===== src/hdl/vofs_pkg.sv =====
// package: constants and types of the video overlay fast switch
package vofs_pkg;

	// ------------------------------------------------------------
	// register map
	// ------------------------------------------------------------
	localparam logic [7:0] VOFS_ADDR_INPUT_SEL   = 8'h00;
	localparam logic [7:0] VOFS_ADDR_FS_CTRL     = 8'h28;
	localparam logic [7:0] VOFS_ADDR_OSW_SHIFT   = 8'h29;
	localparam logic [7:0] VOFS_ADDR_CSW_SHIFT   = 8'h2A;
	localparam logic [7:0] VOFS_ADDR_COLOR_SHIFT = 8'h2B;
	localparam logic [7:0] VOFS_ADDR_COMP_SHIFT  = 8'h2C;

	localparam logic [7:0] VOFS_RST_INPUT_SEL = 8'h00;
	localparam logic [7:0] VOFS_RST_FS_CTRL   = 8'hCC;
	localparam logic [7:0] VOFS_RST_SHIFT     = 8'h00;

	// writable bit masks, reserved bits read as zero
	localparam logic [7:0] VOFS_MASK_FS_CTRL = 8'hEF;
	localparam logic [7:0] VOFS_MASK_SHIFT   = 8'h1F;

	// ------------------------------------------------------------
	// fast-switch control fields
	// ------------------------------------------------------------
	localparam int VOFS_MODE_MSB      = 7;
	localparam int VOFS_MODE_LSB      = 5;
	localparam int VOFS_OSW_EDGE_BIT  = 3;
	localparam int VOFS_CSW_EDGE_BIT  = 2;
	localparam int VOFS_OSW_POL_BIT   = 1;
	localparam int VOFS_CSW_POL_BIT   = 0;
	localparam int VOFS_SHIFT_W       = 5;

	localparam logic [2:0] VOFS_MODE_CVBS_COMP    = 3'h0;
	localparam logic [2:0] VOFS_MODE_CVBS_OVL     = 3'h1;
	localparam logic [2:0] VOFS_MODE_COMP_OVL     = 3'h2;
	localparam logic [2:0] VOFS_MODE_MIX_THEN_OVL = 3'h3;
	localparam logic [2:0] VOFS_MODE_OVL_THEN_CMP = 3'h4;
	localparam logic [2:0] VOFS_MODE_CVBS_OR_MIX  = 3'h5;
	localparam logic [2:0] VOFS_MODE_CVBS_ONLY    = 3'h6;
	localparam logic [2:0] VOFS_MODE_COMP_ONLY    = 3'h7;

	// ------------------------------------------------------------
	// input-select codes for combined composite and component
	// ------------------------------------------------------------
	localparam logic [7:0] VOFS_SEL_RGB_A   = 8'hCC;
	localparam logic [7:0] VOFS_SEL_RGB_B   = 8'hCD;
	localparam logic [7:0] VOFS_SEL_RGB_C   = 8'hCE;
	localparam logic [7:0] VOFS_SEL_YPBPR_A = 8'hDC;
	localparam logic [7:0] VOFS_SEL_YPBPR_B = 8'hDD;
	localparam logic [7:0] VOFS_SEL_YPBPR_C = 8'hDE;

	localparam logic [1:0] VOFS_BANK_A    = 2'h0;
	localparam logic [1:0] VOFS_BANK_B    = 2'h1;
	localparam logic [1:0] VOFS_BANK_C    = 2'h2;
	localparam logic [1:0] VOFS_BANK_NONE = 2'h3;

	// ------------------------------------------------------------
	// alignment buffer
	// ------------------------------------------------------------
	localparam int         VOFS_HIST_DEPTH = 64;
	localparam int         VOFS_TAP_W      = 6;
	localparam logic [6:0] VOFS_TAP_BASE   = 7'h20;
	localparam logic [1:0] VOFS_BUF_FULL   = 2'h2;

	// ------------------------------------------------------------
	// types
	// ------------------------------------------------------------
	typedef enum logic [1:0] {
		VOFS_SRC_CVBS,
		VOFS_SRC_COMP,
		VOFS_SRC_OVERLAY
	} vofs_src_t;

	typedef struct packed {
		logic [9:0] cvbs;
		logic [9:0] comp;
	} vofs_video_t;

	typedef struct packed {
		logic [9:0] cvbs;
		logic [9:0] comp;
		logic [2:0] color;
		logic       osw;
		logic       csw;
	} vofs_hist_t;

	typedef struct packed {
		vofs_src_t  src;
		logic [9:0] data;
		logic [2:0] color;
	} vofs_pixel_t;

endpackage


===== src/hdl/vofs_fast_switch.sv =====
// module: per-pixel source selector with fast switches and delay alignment
`timescale 1ns/1ps

module vofs_fast_switch (
	// clock and reset
	input  wire logic                  clk,
	input  wire logic                  arst_n,
	// register port
	input  wire logic                  reg_wr_en,
	input  wire logic                  reg_rd_en,
	input  wire logic [7:0]            reg_addr,
	input  wire logic [7:0]            reg_wdata,
	output logic [7:0]                 reg_rdata_q,
	// output format strap
	input  wire logic                  out_fmt_10bit,
	// sampled video in
	input  wire logic                  in_valid,
	output logic                       in_ready_q,
	input  wire vofs_pkg::vofs_video_t in_video,
	// overlay pins
	input  wire logic                  overlay_red_in,
	input  wire logic                  overlay_green_in,
	input  wire logic                  overlay_blue_in,
	input  wire logic                  overlay_switch_in,
	input  wire logic                  component_switch_in,
	// selected pixel out
	output logic                       out_valid_q,
	input  wire logic                  out_ready,
	output vofs_pkg::vofs_pixel_t      out_pixel_q,
	// input routing status
	output logic                       comb_input_q,
	output logic                       comp_is_ypbpr_q,
	output logic [1:0]                 comp_bank_q
);
	import vofs_pkg::*;

	// ------------------------------------------------------------
	// functions
	// ------------------------------------------------------------
	function automatic logic [VOFS_TAP_W-1:0] tap_of(
		input logic [6:0]              base,
		input logic [VOFS_SHIFT_W-1:0] shift
	);
		logic [6:0] sum;
		sum = base + {{2{shift[VOFS_SHIFT_W-1]}}, shift};
		return sum[VOFS_TAP_W-1:0];
	endfunction

	function automatic logic sw_active(
		input logic level,
		input logic pol
	);
		return level == pol;
	endfunction

	// ------------------------------------------------------------
	// registers
	// ------------------------------------------------------------
	logic [7:0] input_source_select_q;
	logic [7:0] fast_switch_control_q;
	logic [7:0] overlay_switch_delay_q;
	logic [7:0] component_switch_delay_q;
	logic [7:0] overlay_color_delay_q;
	logic [7:0] component_video_delay_q;

	always_ff @(posedge clk or negedge arst_n) begin
		if (!arst_n) begin
			input_source_select_q    <= VOFS_RST_INPUT_SEL;
			fast_switch_control_q    <= VOFS_RST_FS_CTRL;
			overlay_switch_delay_q   <= VOFS_RST_SHIFT;
			component_switch_delay_q <= VOFS_RST_SHIFT;
			overlay_color_delay_q    <= VOFS_RST_SHIFT;
			component_video_delay_q  <= VOFS_RST_SHIFT;
		end else if (reg_wr_en) begin
			if (reg_addr == VOFS_ADDR_INPUT_SEL) begin
				input_source_select_q <= reg_wdata;
			end else if (reg_addr == VOFS_ADDR_FS_CTRL) begin
				fast_switch_control_q <= reg_wdata & VOFS_MASK_FS_CTRL;
			end else if (reg_addr == VOFS_ADDR_OSW_SHIFT) begin
				overlay_switch_delay_q <= reg_wdata & VOFS_MASK_SHIFT;
			end else if (reg_addr == VOFS_ADDR_CSW_SHIFT) begin
				component_switch_delay_q <= reg_wdata & VOFS_MASK_SHIFT;
			end else if (reg_addr == VOFS_ADDR_COLOR_SHIFT) begin
				overlay_color_delay_q <= reg_wdata & VOFS_MASK_SHIFT;
			end else if (reg_addr == VOFS_ADDR_COMP_SHIFT) begin
				component_video_delay_q <= reg_wdata & VOFS_MASK_SHIFT;
			end
		end
	end

	// read data, unmapped addresses read zero
	always_ff @(posedge clk or negedge arst_n) begin
		if (!arst_n) begin
			reg_rdata_q <= 8'h00;
		end else if (reg_rd_en) begin
			if (reg_addr == VOFS_ADDR_INPUT_SEL) begin
				reg_rdata_q <= input_source_select_q;
			end else if (reg_addr == VOFS_ADDR_FS_CTRL) begin
				reg_rdata_q <= fast_switch_control_q;
			end else if (reg_addr == VOFS_ADDR_OSW_SHIFT) begin
				reg_rdata_q <= overlay_switch_delay_q;
			end else if (reg_addr == VOFS_ADDR_CSW_SHIFT) begin
				reg_rdata_q <= component_switch_delay_q;
			end else if (reg_addr == VOFS_ADDR_COLOR_SHIFT) begin
				reg_rdata_q <= overlay_color_delay_q;
			end else if (reg_addr == VOFS_ADDR_COMP_SHIFT) begin
				reg_rdata_q <= component_video_delay_q;
			end else begin
				reg_rdata_q <= 8'h00;
			end
		end
	end

	// ------------------------------------------------------------
	// control fields
	// ------------------------------------------------------------
	logic [2:0]              mode;
	logic                    osw_late;
	logic                    csw_late;
	logic                    osw_pol;
	logic                    csw_pol;
	logic [VOFS_SHIFT_W-1:0] overlay_switch_shift;
	logic [VOFS_SHIFT_W-1:0] component_switch_shift;
	logic [VOFS_SHIFT_W-1:0] overlay_color_shift;
	logic [VOFS_SHIFT_W-1:0] component_video_shift;

	assign mode     = fast_switch_control_q[VOFS_MODE_MSB:VOFS_MODE_LSB];
	assign osw_late = fast_switch_control_q[VOFS_OSW_EDGE_BIT];
	assign csw_late = fast_switch_control_q[VOFS_CSW_EDGE_BIT];
	assign osw_pol  = fast_switch_control_q[VOFS_OSW_POL_BIT];
	assign csw_pol  = fast_switch_control_q[VOFS_CSW_POL_BIT];
	assign overlay_switch_shift   = overlay_switch_delay_q[VOFS_SHIFT_W-1:0];
	assign component_switch_shift = component_switch_delay_q[VOFS_SHIFT_W-1:0];
	assign overlay_color_shift    = overlay_color_delay_q[VOFS_SHIFT_W-1:0];
	assign component_video_shift  = component_video_delay_q[VOFS_SHIFT_W-1:0];

	// ------------------------------------------------------------
	// input routing decode
	// ------------------------------------------------------------
	always_ff @(posedge clk or negedge arst_n) begin
		if (!arst_n) begin
			comb_input_q    <= 1'b0;
			comp_is_ypbpr_q <= 1'b0;
			comp_bank_q     <= VOFS_BANK_NONE;
		end else begin
			comb_input_q    <= 1'b1;
			comp_is_ypbpr_q <= 1'b0;
			if (input_source_select_q == VOFS_SEL_RGB_A) begin
				comp_bank_q <= VOFS_BANK_A;
			end else if (input_source_select_q == VOFS_SEL_RGB_B) begin
				comp_bank_q <= VOFS_BANK_B;
			end else if (input_source_select_q == VOFS_SEL_RGB_C) begin
				comp_bank_q <= VOFS_BANK_C;
			end else if (input_source_select_q == VOFS_SEL_YPBPR_A) begin
				comp_bank_q     <= VOFS_BANK_A;
				comp_is_ypbpr_q <= 1'b1;
			end else if (input_source_select_q == VOFS_SEL_YPBPR_B) begin
				comp_bank_q     <= VOFS_BANK_B;
				comp_is_ypbpr_q <= 1'b1;
			end else if (input_source_select_q == VOFS_SEL_YPBPR_C) begin
				comp_bank_q     <= VOFS_BANK_C;
				comp_is_ypbpr_q <= 1'b1;
			end else begin
				comp_bank_q  <= VOFS_BANK_NONE;
				comb_input_q <= 1'b0;
			end
		end
	end

	// ------------------------------------------------------------
	// alignment history
	// ------------------------------------------------------------
	vofs_hist_t hist_q [VOFS_HIST_DEPTH];
	logic       accept;
	vofs_hist_t hist_in;

	assign accept = in_valid && in_ready_q;

	always_comb begin
		hist_in.cvbs  = in_video.cvbs;
		hist_in.comp  = in_video.comp;
		hist_in.color = {overlay_red_in, overlay_green_in,
			overlay_blue_in};
		hist_in.osw   = overlay_switch_in;
		hist_in.csw   = component_switch_in;
	end

	always_ff @(posedge clk) begin
		if (accept) begin
			hist_q[0] <= hist_in;
			for (int i = 1; i < VOFS_HIST_DEPTH; i++) begin
				hist_q[i] <= hist_q[i-1];
			end
		end
	end

	// ------------------------------------------------------------
	// tap selection
	// ------------------------------------------------------------
	logic [VOFS_TAP_W-1:0] tap_cvbs;
	logic [VOFS_TAP_W-1:0] tap_comp;
	logic [VOFS_TAP_W-1:0] tap_color;
	logic [VOFS_TAP_W-1:0] tap_osw;
	logic [VOFS_TAP_W-1:0] tap_csw;
	logic [6:0]            color_base;
	logic [6:0]            comp_base;

	assign tap_cvbs   = VOFS_TAP_BASE[VOFS_TAP_W-1:0];
	assign tap_comp   = tap_of(VOFS_TAP_BASE, component_video_shift);
	assign tap_color  = tap_of(VOFS_TAP_BASE, overlay_color_shift);
	assign color_base = {1'b0, tap_color};
	assign comp_base  = {1'b0, tap_comp};
	// a late edge takes the older sample of the switch
	assign tap_osw = tap_of(color_base, overlay_switch_shift)
		+ {{(VOFS_TAP_W-1){1'b0}}, osw_late};
	assign tap_csw = tap_of(comp_base, component_switch_shift)
		+ {{(VOFS_TAP_W-1){1'b0}}, csw_late};

	// ------------------------------------------------------------
	// source selection
	// ------------------------------------------------------------
	logic        ovl_on;
	logic        cmp_on;
	vofs_pixel_t px_cvbs;
	vofs_pixel_t px_comp;
	vofs_pixel_t px_ovl;
	vofs_pixel_t px_mix;
	vofs_pixel_t px_sel;

	assign ovl_on = sw_active(hist_q[tap_osw].osw, osw_pol)
		&& out_fmt_10bit;
	assign cmp_on = sw_active(hist_q[tap_csw].csw, csw_pol);

	always_comb begin
		px_cvbs.src   = VOFS_SRC_CVBS;
		px_cvbs.data  = hist_q[tap_cvbs].cvbs;
		px_cvbs.color = 3'h0;
		px_comp.src   = VOFS_SRC_COMP;
		px_comp.data  = hist_q[tap_comp].comp;
		px_comp.color = 3'h0;
		px_ovl.src    = VOFS_SRC_OVERLAY;
		px_ovl.data   = 10'h000;
		px_ovl.color  = hist_q[tap_color].color;
		px_mix        = px_cvbs;
		px_sel        = px_cvbs;
		case (mode)
			VOFS_MODE_CVBS_COMP: begin
				px_sel = cmp_on ? px_comp : px_cvbs;
			end
			VOFS_MODE_CVBS_OVL: begin
				px_sel = ovl_on ? px_ovl : px_cvbs;
			end
			VOFS_MODE_COMP_OVL: begin
				px_sel = ovl_on ? px_ovl : px_comp;
			end
			VOFS_MODE_MIX_THEN_OVL: begin
				px_mix = cmp_on ? px_comp : px_cvbs;
				px_sel = ovl_on ? px_ovl : px_mix;
			end
			VOFS_MODE_OVL_THEN_CMP: begin
				px_mix = ovl_on ? px_ovl : px_cvbs;
				px_sel = cmp_on ? px_comp : px_mix;
			end
			VOFS_MODE_CVBS_OR_MIX: begin
				px_mix = ovl_on ? px_ovl : px_comp;
				px_sel = cmp_on ? px_mix : px_cvbs;
			end
			VOFS_MODE_COMP_ONLY: begin
				px_sel = px_comp;
			end
			default: begin
				px_sel = px_cvbs;
			end
		endcase
	end

	// ------------------------------------------------------------
	// selection stage
	// ------------------------------------------------------------
	logic        sel_valid_q;
	vofs_pixel_t sel_pixel_q;

	always_ff @(posedge clk or negedge arst_n) begin
		if (!arst_n) begin
			sel_valid_q <= 1'b0;
		end else begin
			sel_valid_q <= accept;
		end
	end

	always_ff @(posedge clk) begin
		if (accept) begin
			sel_pixel_q <= px_sel;
		end
	end

	// ------------------------------------------------------------
	// two-entry output buffer
	// ------------------------------------------------------------
	logic        skid_valid_q;
	vofs_pixel_t skid_pixel_q;
	logic        head_free;
	logic        out_valid_d;
	logic        skid_valid_d;
	logic [1:0]  fill_d;

	assign head_free = !out_valid_q || out_ready;

	always_comb begin
		out_valid_d  = out_valid_q;
		skid_valid_d = skid_valid_q;
		if (head_free) begin
			out_valid_d  = skid_valid_q || sel_valid_q;
			skid_valid_d = skid_valid_q && sel_valid_q;
		end else if (sel_valid_q) begin
			skid_valid_d = 1'b1;
		end
		fill_d = {1'b0, out_valid_d} + {1'b0, skid_valid_d}
			+ {1'b0, accept};
	end

	always_ff @(posedge clk or negedge arst_n) begin
		if (!arst_n) begin
			out_valid_q  <= 1'b0;
			skid_valid_q <= 1'b0;
			in_ready_q   <= 1'b0;
		end else begin
			out_valid_q  <= out_valid_d;
			skid_valid_q <= skid_valid_d;
			in_ready_q   <= fill_d < VOFS_BUF_FULL;
		end
	end

	always_ff @(posedge clk or negedge arst_n) begin
		if (!arst_n) begin
			out_pixel_q  <= '0;
			skid_pixel_q <= '0;
		end else if (head_free) begin
			if (skid_valid_q) begin
				out_pixel_q  <= skid_pixel_q;
				skid_pixel_q <= sel_pixel_q;
			end else if (sel_valid_q) begin
				out_pixel_q <= sel_pixel_q;
			end
		end else if (sel_valid_q) begin
			skid_pixel_q <= sel_pixel_q;
		end
	end

endmodule


===== config.mk =====
export PLATFORM = sky130hd
export DESIGN_NAME = vofs_fast_switch
export DESIGN_NICKNAME = d
export VERILOG_FILES = /design/src/hdl/vofs_pkg.sv /design/src/hdl/vofs_fast_switch.sv
export SDC_FILE = /design/constraint.sdc
export NUM_CORES = 1
export LEC_CHECK = 0
export ABC_AREA = 1
export BUFFER_PORTS_ARGS = -buffer_cell sky130_fd_sc_hd__buf_2
export CORE_ASPECT_RATIO = 0.9
export CORE_MARGIN = 1
export CORE_UTILIZATION = 50
export DETAILED_ROUTE_END_ITERATION = 10
export MAX_ROUTING_LAYER = met4
export PLACE_DENSITY = 0.66
export SYNTH_ARGS = -nofsm -noshare
export SYNTH_HDL_FRONTEND = slang
export SYNTH_SLANG_ARGS = --single-unit

===== constraint.sdc =====
create_clock -name clk -period 34.7 [get_ports clk]
set_clock_uncertainty 0.1 [all_clocks]
set_input_delay 1.735 -clock clk [delete_from_list [all_inputs] [get_ports clk]]
set_output_delay 1.735 -clock clk [all_outputs]
set_load 0.02 [all_outputs]

After elaboration in Yosys (flattened, before gate mapping) --
Memory sizes are Yosys's and may differ from the RTL's. Index checks and enable logic that the tools add are counted.
Storage, ports and cells: flip-flop bits (word level) 96, memory bits (writable) 1600, input port bits 48, logic and storage cells 113, memories 1
Memory list:
- hist_q | depth 64, width 25, read ports 67, clocked after memory_dff 0, wr ports 64, RTL line vofs_fast_switch.sv:173 | vofs_hist_t hist_q [VOFS_HIST_DEPTH];
Operators by class: add/sub/neg operators 8, order comparisons 1, equality and inequality tests 20, multiplexer cells 37, bitwise gates (word level) 5, reductions and logical operators 18
Operators by type and width (number):
- $mux 15 | 9
- $pmux 15 s7 | 1
- $eq 8x8->1 const B | 6
- $eq 8x6->1 const B | 5
- $mux 5 | 4
- $mux 8 | 2
- $mux 1 | 15
- $mux 14 | 1
- $add 6x1->6 | 2
- $add 6x6->6 | 2
- $add 6x6->6 const A | 2
- $mux 2 | 5
- $eq 3x3->1 const B | 3
- $logic_not 8->1 | 1
- $reduce_and 7->1 | 1
- $eq 3x2->1 const B | 2
- $reduce_and 2->1 | 3
- $reduce_and 6->1 | 1
- $not 1->1 | 5
- $reduce_and 5->1 | 1
- $reduce_and 4->1 | 1
- $reduce_bool 2->1 | 2
- $eq 3x1->1 const B | 1
- $logic_and 1x1->1 | 3
- other kinds (9) | 11

Longest topological paths before layout --
Gate-level depths: netlist (run 1). An unclocked memory read counts as a cell.
word-level depth 9, mapped depth 24

Least setup slack after synthesis (run 1) --
No wires, ideal clock.
path kind input to register, start in in_valid, end reg in_ready_q, setup time 0.063 ns, arrival 25.988 ns, slack 8.550 ns, stages on the path 5, cells stage by stage nand2_1 inv_1 ha_1 a21o_1 inv_1
On the way: word-level cells in the longest chain between the ends 3
Ends and longest elaborated chain:
- start: declaration | RTL line vofs_fast_switch.sv:17 | input wire logic in_valid,
- $logic_and 1x1->1 | RTL line vofs_fast_switch.sv:177 | assign accept = in_valid && in_ready_q;
- net accept | RTL line vofs_fast_switch.sv:174 | logic accept;
- $add 2x1->2 | RTL line vofs_fast_switch.sv:319 | + {1'b0, accept};
- $lt 2x2->1 | RTL line vofs_fast_switch.sv:330 | in_ready_q <= fill_d < VOFS_BUF_FULL;
- end signal: assignment | RTL line vofs_fast_switch.sv:330
- end: declaration | RTL line vofs_fast_switch.sv:18 | output logic in_ready_q,
The timed path passes the listed nets, and every way through them passes these cells. A chain may end at the register's enable or synchronous reset.

==> out/results.txt, run 1 <==
For this run, the top clock speed supported by timing is 172 MHz. For the endpoint arrival time on the critical path, the log shows 5.99 ns. The tightest min-delay check is of the reg2reg type.

During I/O placement, the number of pins put on the boundary was 77. Entering global routing, the biggest net connects 213 pins. TritonCTS built the clock tree. Post-CTS timing repair inserted 0 buffers for setup.

Remaining routing DRC violations: 0. For hold timing, the worst endpoint is hist_q[7][22]. The flow ran to the end, and the final reports show no timing, DRC or antenna violations.

The mean cell area of the mapped netlist was 14.8 µm². The worst-case reg-to-reg path depth is 6, and the number of nets still failing antenna checks after routing is 0. After detailed routing, the number of vias per cell comes to 5.34. The run gives 0 as the count of maximum capacitance violations. In the finished design, the share of the clock period the worst path needs comes to 16.8%. The ratio of cells with drive above 1 in the final layout works out to 9.54%. The final-report max-slew violation count is 0, and the number of design-rule violations left by the first detailed-router iteration is 2318. Yosys printed 0 warnings. Buffers placed on the I/O ports in this run total 76. Clock sink total: 1178.

The sequential share of the synthesized area was 81.7%. The HPWL after detailed placement is 39.5 mm. The kind of end point of the critical path was a flip-flop. Family of cells with the greatest summed delay on the critical path: buffers and inverters. The cell area that synthesis handed to floorplanning was 0.0428 mm². By area the synthesized netlist is led by sky130_fd_sc_hd__edfxtp_1 77%, sky130_fd_sc_hd__nand2_1 5.3%, sky130_fd_sc_hd__dfrtp_1 4.4%, sky130_fd_sc_hd__o21ai_0 2.4%, sky130_fd_sc_hd__nand3_1 2.1%.

The tools report the static power due to leakage as 17.2 nW. The share of the synthesized area in the top cell type came out at 76.9%. Startpoint class of the critical path: a primary input. The most numerous cell type found on the critical path is sky130_fd_sc_hd__buf_4. For this run, asynchronously set or reset flops after synthesis account for 6.88%. For this run, the leading register cell type out of synthesis is sky130_fd_sc_hd__edfxtp_1. Post-route non-filler standard cell count: 4216. The synthesized netlist contains 44 unique library cells. Setup slack on the worst reg-to-reg path comes out at 29.70 ns.

Via count of the first global-routing pass: 21900. The tools report the worst flop-to-flop path endpoint as hist_q[11][14]. The tools report the detailed-router iteration count before antenna repair as 6. The run gives 0 as the count of hold buffers inserted by post-cts repair. In this design, the stage delay of the slowest critical-path cell is 0.98 ns. The hold-critical path depth was 0. After clock tree synthesis, the clock-pin slew on the worst setup and hold paths is 0.06 ns.

The count of cells resized by post-cts repair was 0. The later-pin clock latency in the skew report was 0.68 ns. In this run the core area contains 101 standard-cell rows.

The first-pass GRT wire length was 117 mm. The most common cell after layout, fill and taps aside is sky130_fd_sc_hd__edfxtp_1. The H-tree was split into 3 levels. The vertical die dimension came out at 280 µm. The type of the worst setup path is in2reg. Dividing total power by cell area gives a power density of 78.0 mW/mm².

The maximum number of buffers from clock root to sink came out at 3. The area enclosed by the die boundary was 0.0868 mm². The final weighted congestion in routability-driven placement is 0.874.

Leaving out fill and tap cells, the most frequent cells in the layout are 1097 x sky130_fd_sc_hd__edfxtp_1, 606 x sky130_fd_sc_hd__nand2_1, 227 x sky130_fd_sc_hd__nor2_1. The clock period minus worst slack was 5.81 ns. Traced cell by cell, the critical path runs through buf_2, nand2_1, inv_8, buf_4, buf_4, buf_4, buf_4.

Setup repair after global routing left no endpoint under its margin. The initial utilization of the core area, before any placement, comes to 50.6%. For the post-synthesis net count, the log shows 2962. In the final routed layout, each cell accounts on average for 17.1 µm. Total routed wirelength: 72.0 mm. The layout-stage area growth over the synthesis result is 11.8%.

The standard cell core area was 0.0845 mm²; the actual transition at the worst max-transition pin was 1.30 ns. In the final design database the tool counted 3050 nets. The clock root buffer is sky130_fd_sc_hd__clkbuf_16. The worst-case IR drop observed on VDD is 0.0000532 V. Summed over all instances, the cell type with the most area after synthesis is sky130_fd_sc_hd__edfxtp_1. Summed over all layers, the global routing overflow is 0.

The final total negative setup slack came out at 0 ns. The final count of hold timing violations came out at 0. The startpoint identified for the worst hold timing path is hist_q[6][22]. Including well taps, the total number of placed cells is 4012.

The number of flops mapped to enable cells by yosys is 1097, and the relative slew slack is 13.1%. Among all stages on the critical path, the largest delay is contributed by sky130_fd_sc_hd__buf_4. In this run the critical register-to-register path is launched from in_ready_q. The initial antenna violation count was 1. The total routing usage reported by global routing was 17.3%; the total number of vias was 22500. Setup violations remaining at the end of the flow were counted as 0. The tools report the final cell utilization of the core as 56.6%. After synthesis the netlist holds a flip-flop and latch count of 1178. The run gives 34.88 ns as the required time of the critical path. Along the worst path, the maximum fanout reaches 98. The synthesized netlist cell count is 2901. In this run the horizontal extent of the chip is 310 µm. In this run, CTS created clock tree buffers numbering 108.

The count of buffering cells on the critical path with inverters included is 6.
Yosys cell counts (5+ instances only):
cell type,count
sky130_fd_sc_hd__buf_2,21
sky130_fd_sc_hd__clkbuf_1,82
sky130_fd_sc_hd__a22oi_1,8
sky130_fd_sc_hd__nand2_1,606
sky130_fd_sc_hd__inv_2,11
sky130_fd_sc_hd__nor2_1,227
sky130_fd_sc_hd__buf_1,14
sky130_fd_sc_hd__dfstp_2,6
sky130_fd_sc_hd__o21ai_1,15
sky130_fd_sc_hd__nand3_2,5
sky130_fd_sc_hd__o21ai_0,204
sky130_fd_sc_hd__inv_1,90
sky130_fd_sc_hd__a221oi_1,9
sky130_fd_sc_hd__edfxtp_1,1097
sky130_fd_sc_hd__dfrtp_1,75
sky130_fd_sc_hd__nand4_1,5
sky130_fd_sc_hd__o22ai_1,73
sky130_fd_sc_hd__nor3_1,11
sky130_fd_sc_hd__nand3_1,182
sky130_fd_sc_hd__o311ai_0,8
sky130_fd_sc_hd__ha_1,9
sky130_fd_sc_hd__a21oi_1,95
logic make-up after synthesis:
group	Yosys count	share of synthesized area, %
compound gates	431	5.63
flops	1178	81.7
simple gates	1051	10.0
buf+inv	225	2.11
mux	1	0.0234
xor+xnor	2	0.0585
fa+ha+maj	13	0.450
cell type report:
cell class | count | area (µm²)
clock inverter | 60 | 632
fill | 6513 | 36700
tap | 1133 | 1420
clock buffer | 143 | 2920
antenna | 1 | 2.50
inverter | 103 | 394
multi-input combinational | 1498 | 6940
timing repair buffer | 100 | 576
sequential | 1178 | 35000
worst max path at each step:
stage | start | to | slack, ns | cells after the start
finish | in_valid | hist_q[11][14] | 28.89 | 7
global route | in_valid | hist_q[11][14] | 28.57 | 7
CTS | in_valid | hist_q[11][13] | 28.93 | 7
detailed placement | in_valid | hist_q[12][8] | 28.15 | 7
global placement | in_valid | hist_q[13][5] | 28.35 | 7
floorplan | in_valid | in_ready_q | 8.55 | 5
registers in the layout, summed over array words and instances, names as in the netlist, 2 cells and up:
register                  flops
comp_bank_q                   2
component_switch_delay_q      5
component_video_delay_q       5
fast_switch_control_q         7
hist_q                     1082
input_source_select_q         8
out_pixel_q                  15
overlay_color_delay_q         5
overlay_switch_delay_q        5
reg_rdata_q                   8
sel_pixel_q                  15
skid_pixel_q                 15
metrics by stage:
step	instance area [µm²]	hold WS [ns]	power, mW	setup WS, ns
6_report	47900	0.298	3.73	28.89
5_1_grt	47900	0.311	3.91	28.57
4_1_cts	47900	0.304	3.77	28.93
3_5_place_dp	44300	0.305	2.59	28.15
3_3_place_gp	44300	0.300	2.55	28.35
2_1_floorplan	42800	0.300	2.76	8.55
where the power goes:
group	leakage [nW]	internal, mW	switching, mW	total (mW)
clock network	1.72	0.675	0.501	1.18
logic	4.11	0.0983	0.315	0.413
registers	11.4	2.02	0.121	2.14
metal layers:
metal | GRT usage, % | wire [µm]
met5 | - | 0
met4 | 5.03 | 1670
met3 | 3.35 | 4490
met2 | 24.9 | 32500
met1 | 25.3 | 33400
Power figures use the tool's default switching activity.
==> inputs of run 2 (changes only) <==
- clock period: 34.7 -> 5.55 ns (I/O delays scaled with it)
==> out/results.txt, run 2 (same netlist as run 1, synthesis figures left out) <==
The horizontal extent of the die works out to 310 µm (unchanged). The count of hold buffers inserted by post-cts repair came out at 35 (+35). The net count of the finished layout was 3093 (+1.4%). The via count of the first global-routing pass was 22000 (+0.31%); the ratio of routed vias to standard cells was 5.31 (-0.43%). Leaving out fill and tap cells, the most frequent cell in the layout is sky130_fd_sc_hd__edfxtp_1. The tools report the number of design-rule violations left by the first detailed-router iteration as 2368 (+2.2%).

The tree is rooted in a sky130_fd_sc_hd__clkbuf_16. The worst setup path is launched from a flip-flop. For the detailed-router iteration count before antenna repair, the log shows 6 (unchanged). The power density over the cells is 484 mW/mm² (+520%). The clock period minus worst slack came out at 4.44 ns. TritonCTS built the clock tree. The classification of the worst-slack hold path is in2reg. The logs give 0 (unchanged) for the count of cells resized by post-cts repair and 0 (unchanged) for the number of buffers inserted by post-CTS setup repair. The highest net fanout along the worst path was 163 (+66%). For the initial core utilization, the log shows 50.6% (unchanged). Total routing usage reported by global routing: 17.5% (+0.22 points).

The total routed wirelength came out at 73.6 mm (+2.2%). The tools report the final total negative setup slack as 0 ns (unchanged). The tools report the number of setup violations in the final report as 0 (unchanged).

The clock-pin slew on the worst setup and hold paths is 0.06 ns (about the same). More flip-flops sit in one register than any other, and that register is hist_q. For the clock sink total, the log shows 1178 (unchanged). The register area was 0.0350 mm² (about the same); the static power due to leakage was 17.5 nW (+1.2%). The mean routed wirelength per cell works out to 17.3 µm (+1.2%). The tools report the count of maximum capacitance violations as 0 (unchanged).

The tools report the aggregate global routing overflow as 0 (unchanged). For the later-pin clock latency in the skew report, the log shows 0.67 ns (about the same). The critical path in this run is classified as reg2reg. Compared with the post-synthesis result, the final layout area differs by 12.9%. The flow ran to the end, and the final reports show no timing, DRC or antenna violations. The tools report the number of CTS-inserted buffers as 111 (+2.8%). The tools report the number of cell rows as 101 (unchanged).

The run gives 0 (unchanged) as the final count of hold timing violations. The H-tree depth was 3 (unchanged); the boundary pin count was 77 (unchanged). The run gives 0.000599 V (+1000%) as the worst vdd rail ir drop.

The count of buffers inserted at the top-level ports was 76 (unchanged); the antenna diode instance count was 0 (-1). The tools report the largest net degree at the start of global routing as 184 (-14%). The HPWL after detailed placement was 40.2 mm (+1.7%). Based on the critical path, the design can be clocked at up to 225 MHz.

The actual transition at the worst max-transition pin came out at 1.23 ns (-0.0684 ns). The endpoint arrival time on the critical path came out at 4.77 ns (-1.22 ns). The library cells used most frequently in the layout, excluding fill and tap cells, are 1097 x sky130_fd_sc_hd__edfxtp_1, 606 x sky130_fd_sc_hd__nand2_1, 226 x sky130_fd_sc_hd__nor2_1.

For the count of filler cells inserted in the layout, the log shows 6440 (-1.1%). The area enclosed by the die boundary is 0.0868 mm² (unchanged), and the ratio of cells with drive above 1 in the final layout is 9.89% (+0.35 points). The total cell area at the placement stage was 0.0444 mm² (+0.22%); the standard cell core area was 0.0845 mm² (unchanged). For the maximum number of buffers from clock root to sink, the log shows 3 (unchanged).

The tools report the number of nets still failing antenna checks after routing as 0 (unchanged). First-pass GRT wire length: 118 mm (+1.0%). The kind of end point of the critical path is a flip-flop.

The relative slew slack came out at 16.0% (+2.9 points). The final-report max-slew violation count was 0 (unchanged); the vertical die dimension was 280 µm (unchanged). The area of all placed cells without fillers is 0.0483 mm² (+0.97%), and the required time of the critical path is 5.87 ns (-29.01 ns).

Setup repair after global routing left no endpoint under its margin. The logs give 22600 (+0.56%) for the total number of vias and 0 (-1) for the initial antenna violation count. The final weighted congestion in routability-driven placement was 0.836 (-4.3%). The multi-input combinational cell area was 0.00694 mm² (about the same); the remaining routing DRC violations was 0 (unchanged). The final critical path takes up 80.1% of the cycle.

The number of flip-flops under the largest register name works out to 1082 (unchanged).
-- run 2: cell type report --
class	instances	area share, %
repair buffers	140	2.12
clock buffers	138	6.15
inverters	103	0.810
flip-flops and latches	1178	72.4
multi-input cells	1498	14.4
well taps	1133	2.93
clock inverters	68	1.23
-- run 2: path summary, 6_finish.rpt --
path / cells after the start / start / slack [ns] / end
worst max-delay path: 17 / component_video_delay_q[0] / 1.11 / sel_pixel_q[4]
worst min-delay path: 3 / in_valid / 0.05 / sel_valid_q
worst max register to register: 17 / component_video_delay_q[0] / 1.11 / sel_pixel_q[4]
worst min register to register: 0 / hist_q[6][10] / 0.30 / hist_q[7][10]
max in group asynchronous: 3 / arst_n / 4.31 / component_video_delay_q[0]
min in group asynchronous: 3 / arst_n / 0.30 / out_pixel_q[5]
-- run 2: critical path: stages, from the launching register on --
cell and delay [ns]:
sky130_fd_sc_hd__dfrtp_4 0.43, sky130_fd_sc_hd__buf_12 0.40, sky130_fd_sc_hd__clkinv_2 0.96, sky130_fd_sc_hd__buf_4 0.57, sky130_fd_sc_hd__o21ai_0 0.23, sky130_fd_sc_hd__o22ai_1 0.11, sky130_fd_sc_hd__nand2_1 0.07, sky130_fd_sc_hd__nand3_1 0.08
sky130_fd_sc_hd__nand2_1 0.09, sky130_fd_sc_hd__inv_1 0.06, sky130_fd_sc_hd__o21ai_1 0.32, sky130_fd_sc_hd__nand2_1 0.13, sky130_fd_sc_hd__nand2_1 0.10, sky130_fd_sc_hd__nand2_1 0.06, sky130_fd_sc_hd__nand2_1 0.07, sky130_fd_sc_hd__nand2_1 0.06
sky130_fd_sc_hd__nand2_1 0.06, sky130_fd_sc_hd__nand2_1 0.05
-- run 2: metal layers --
| layer | global-route usage [%] | up-vias | share of wire, % |
|---|---|---|---|
| li1 | - | 10800 | - |
| met1 | 25.9 | 11100 | 47 |
| met2 | 25.4 | 616 | 45 |
| met3 | 2.65 | 118 | 5.3 |
| met4 | 5.28 | 0 | 2.3 |
| met5 | - | - | 0 |
-- run 2: report_power, final --
| part | internal [mW] | switching, mW | total [mW] |
|---|---|---|---|
| Combinational | 0.652 | 1.98 | 2.63 |
| Sequential | 12.6 | 0.773 | 13.4 |
| Clock | 4.18 | 3.19 | 7.37 |
| Total | 17.5 | 5.94 | 23.4 |
-- run 2: stage by stage --
stage | cells | worst slack, ns | total power, mW | hold WS, ns | utilization (%)
2_1_floorplan | 2901 | -12.58 | 14.5 | -0.118 | -
3_3_place_gp | 4017 | 1.23 | 16.0 | 0.00271 | 52.5
3_5_place_dp | 4017 | 1.12 | 16.2 | 0.00519 | 52.5
4_1_cts | 4258 | 1.08 | 23.7 | 0.00161 | 57.2
5_1_grt | 4258 | 0.642 | 24.5 | 0.0339 | 57.2
6_report | 4258 | 1.11 | 23.4 | 0.0544 | 57.2
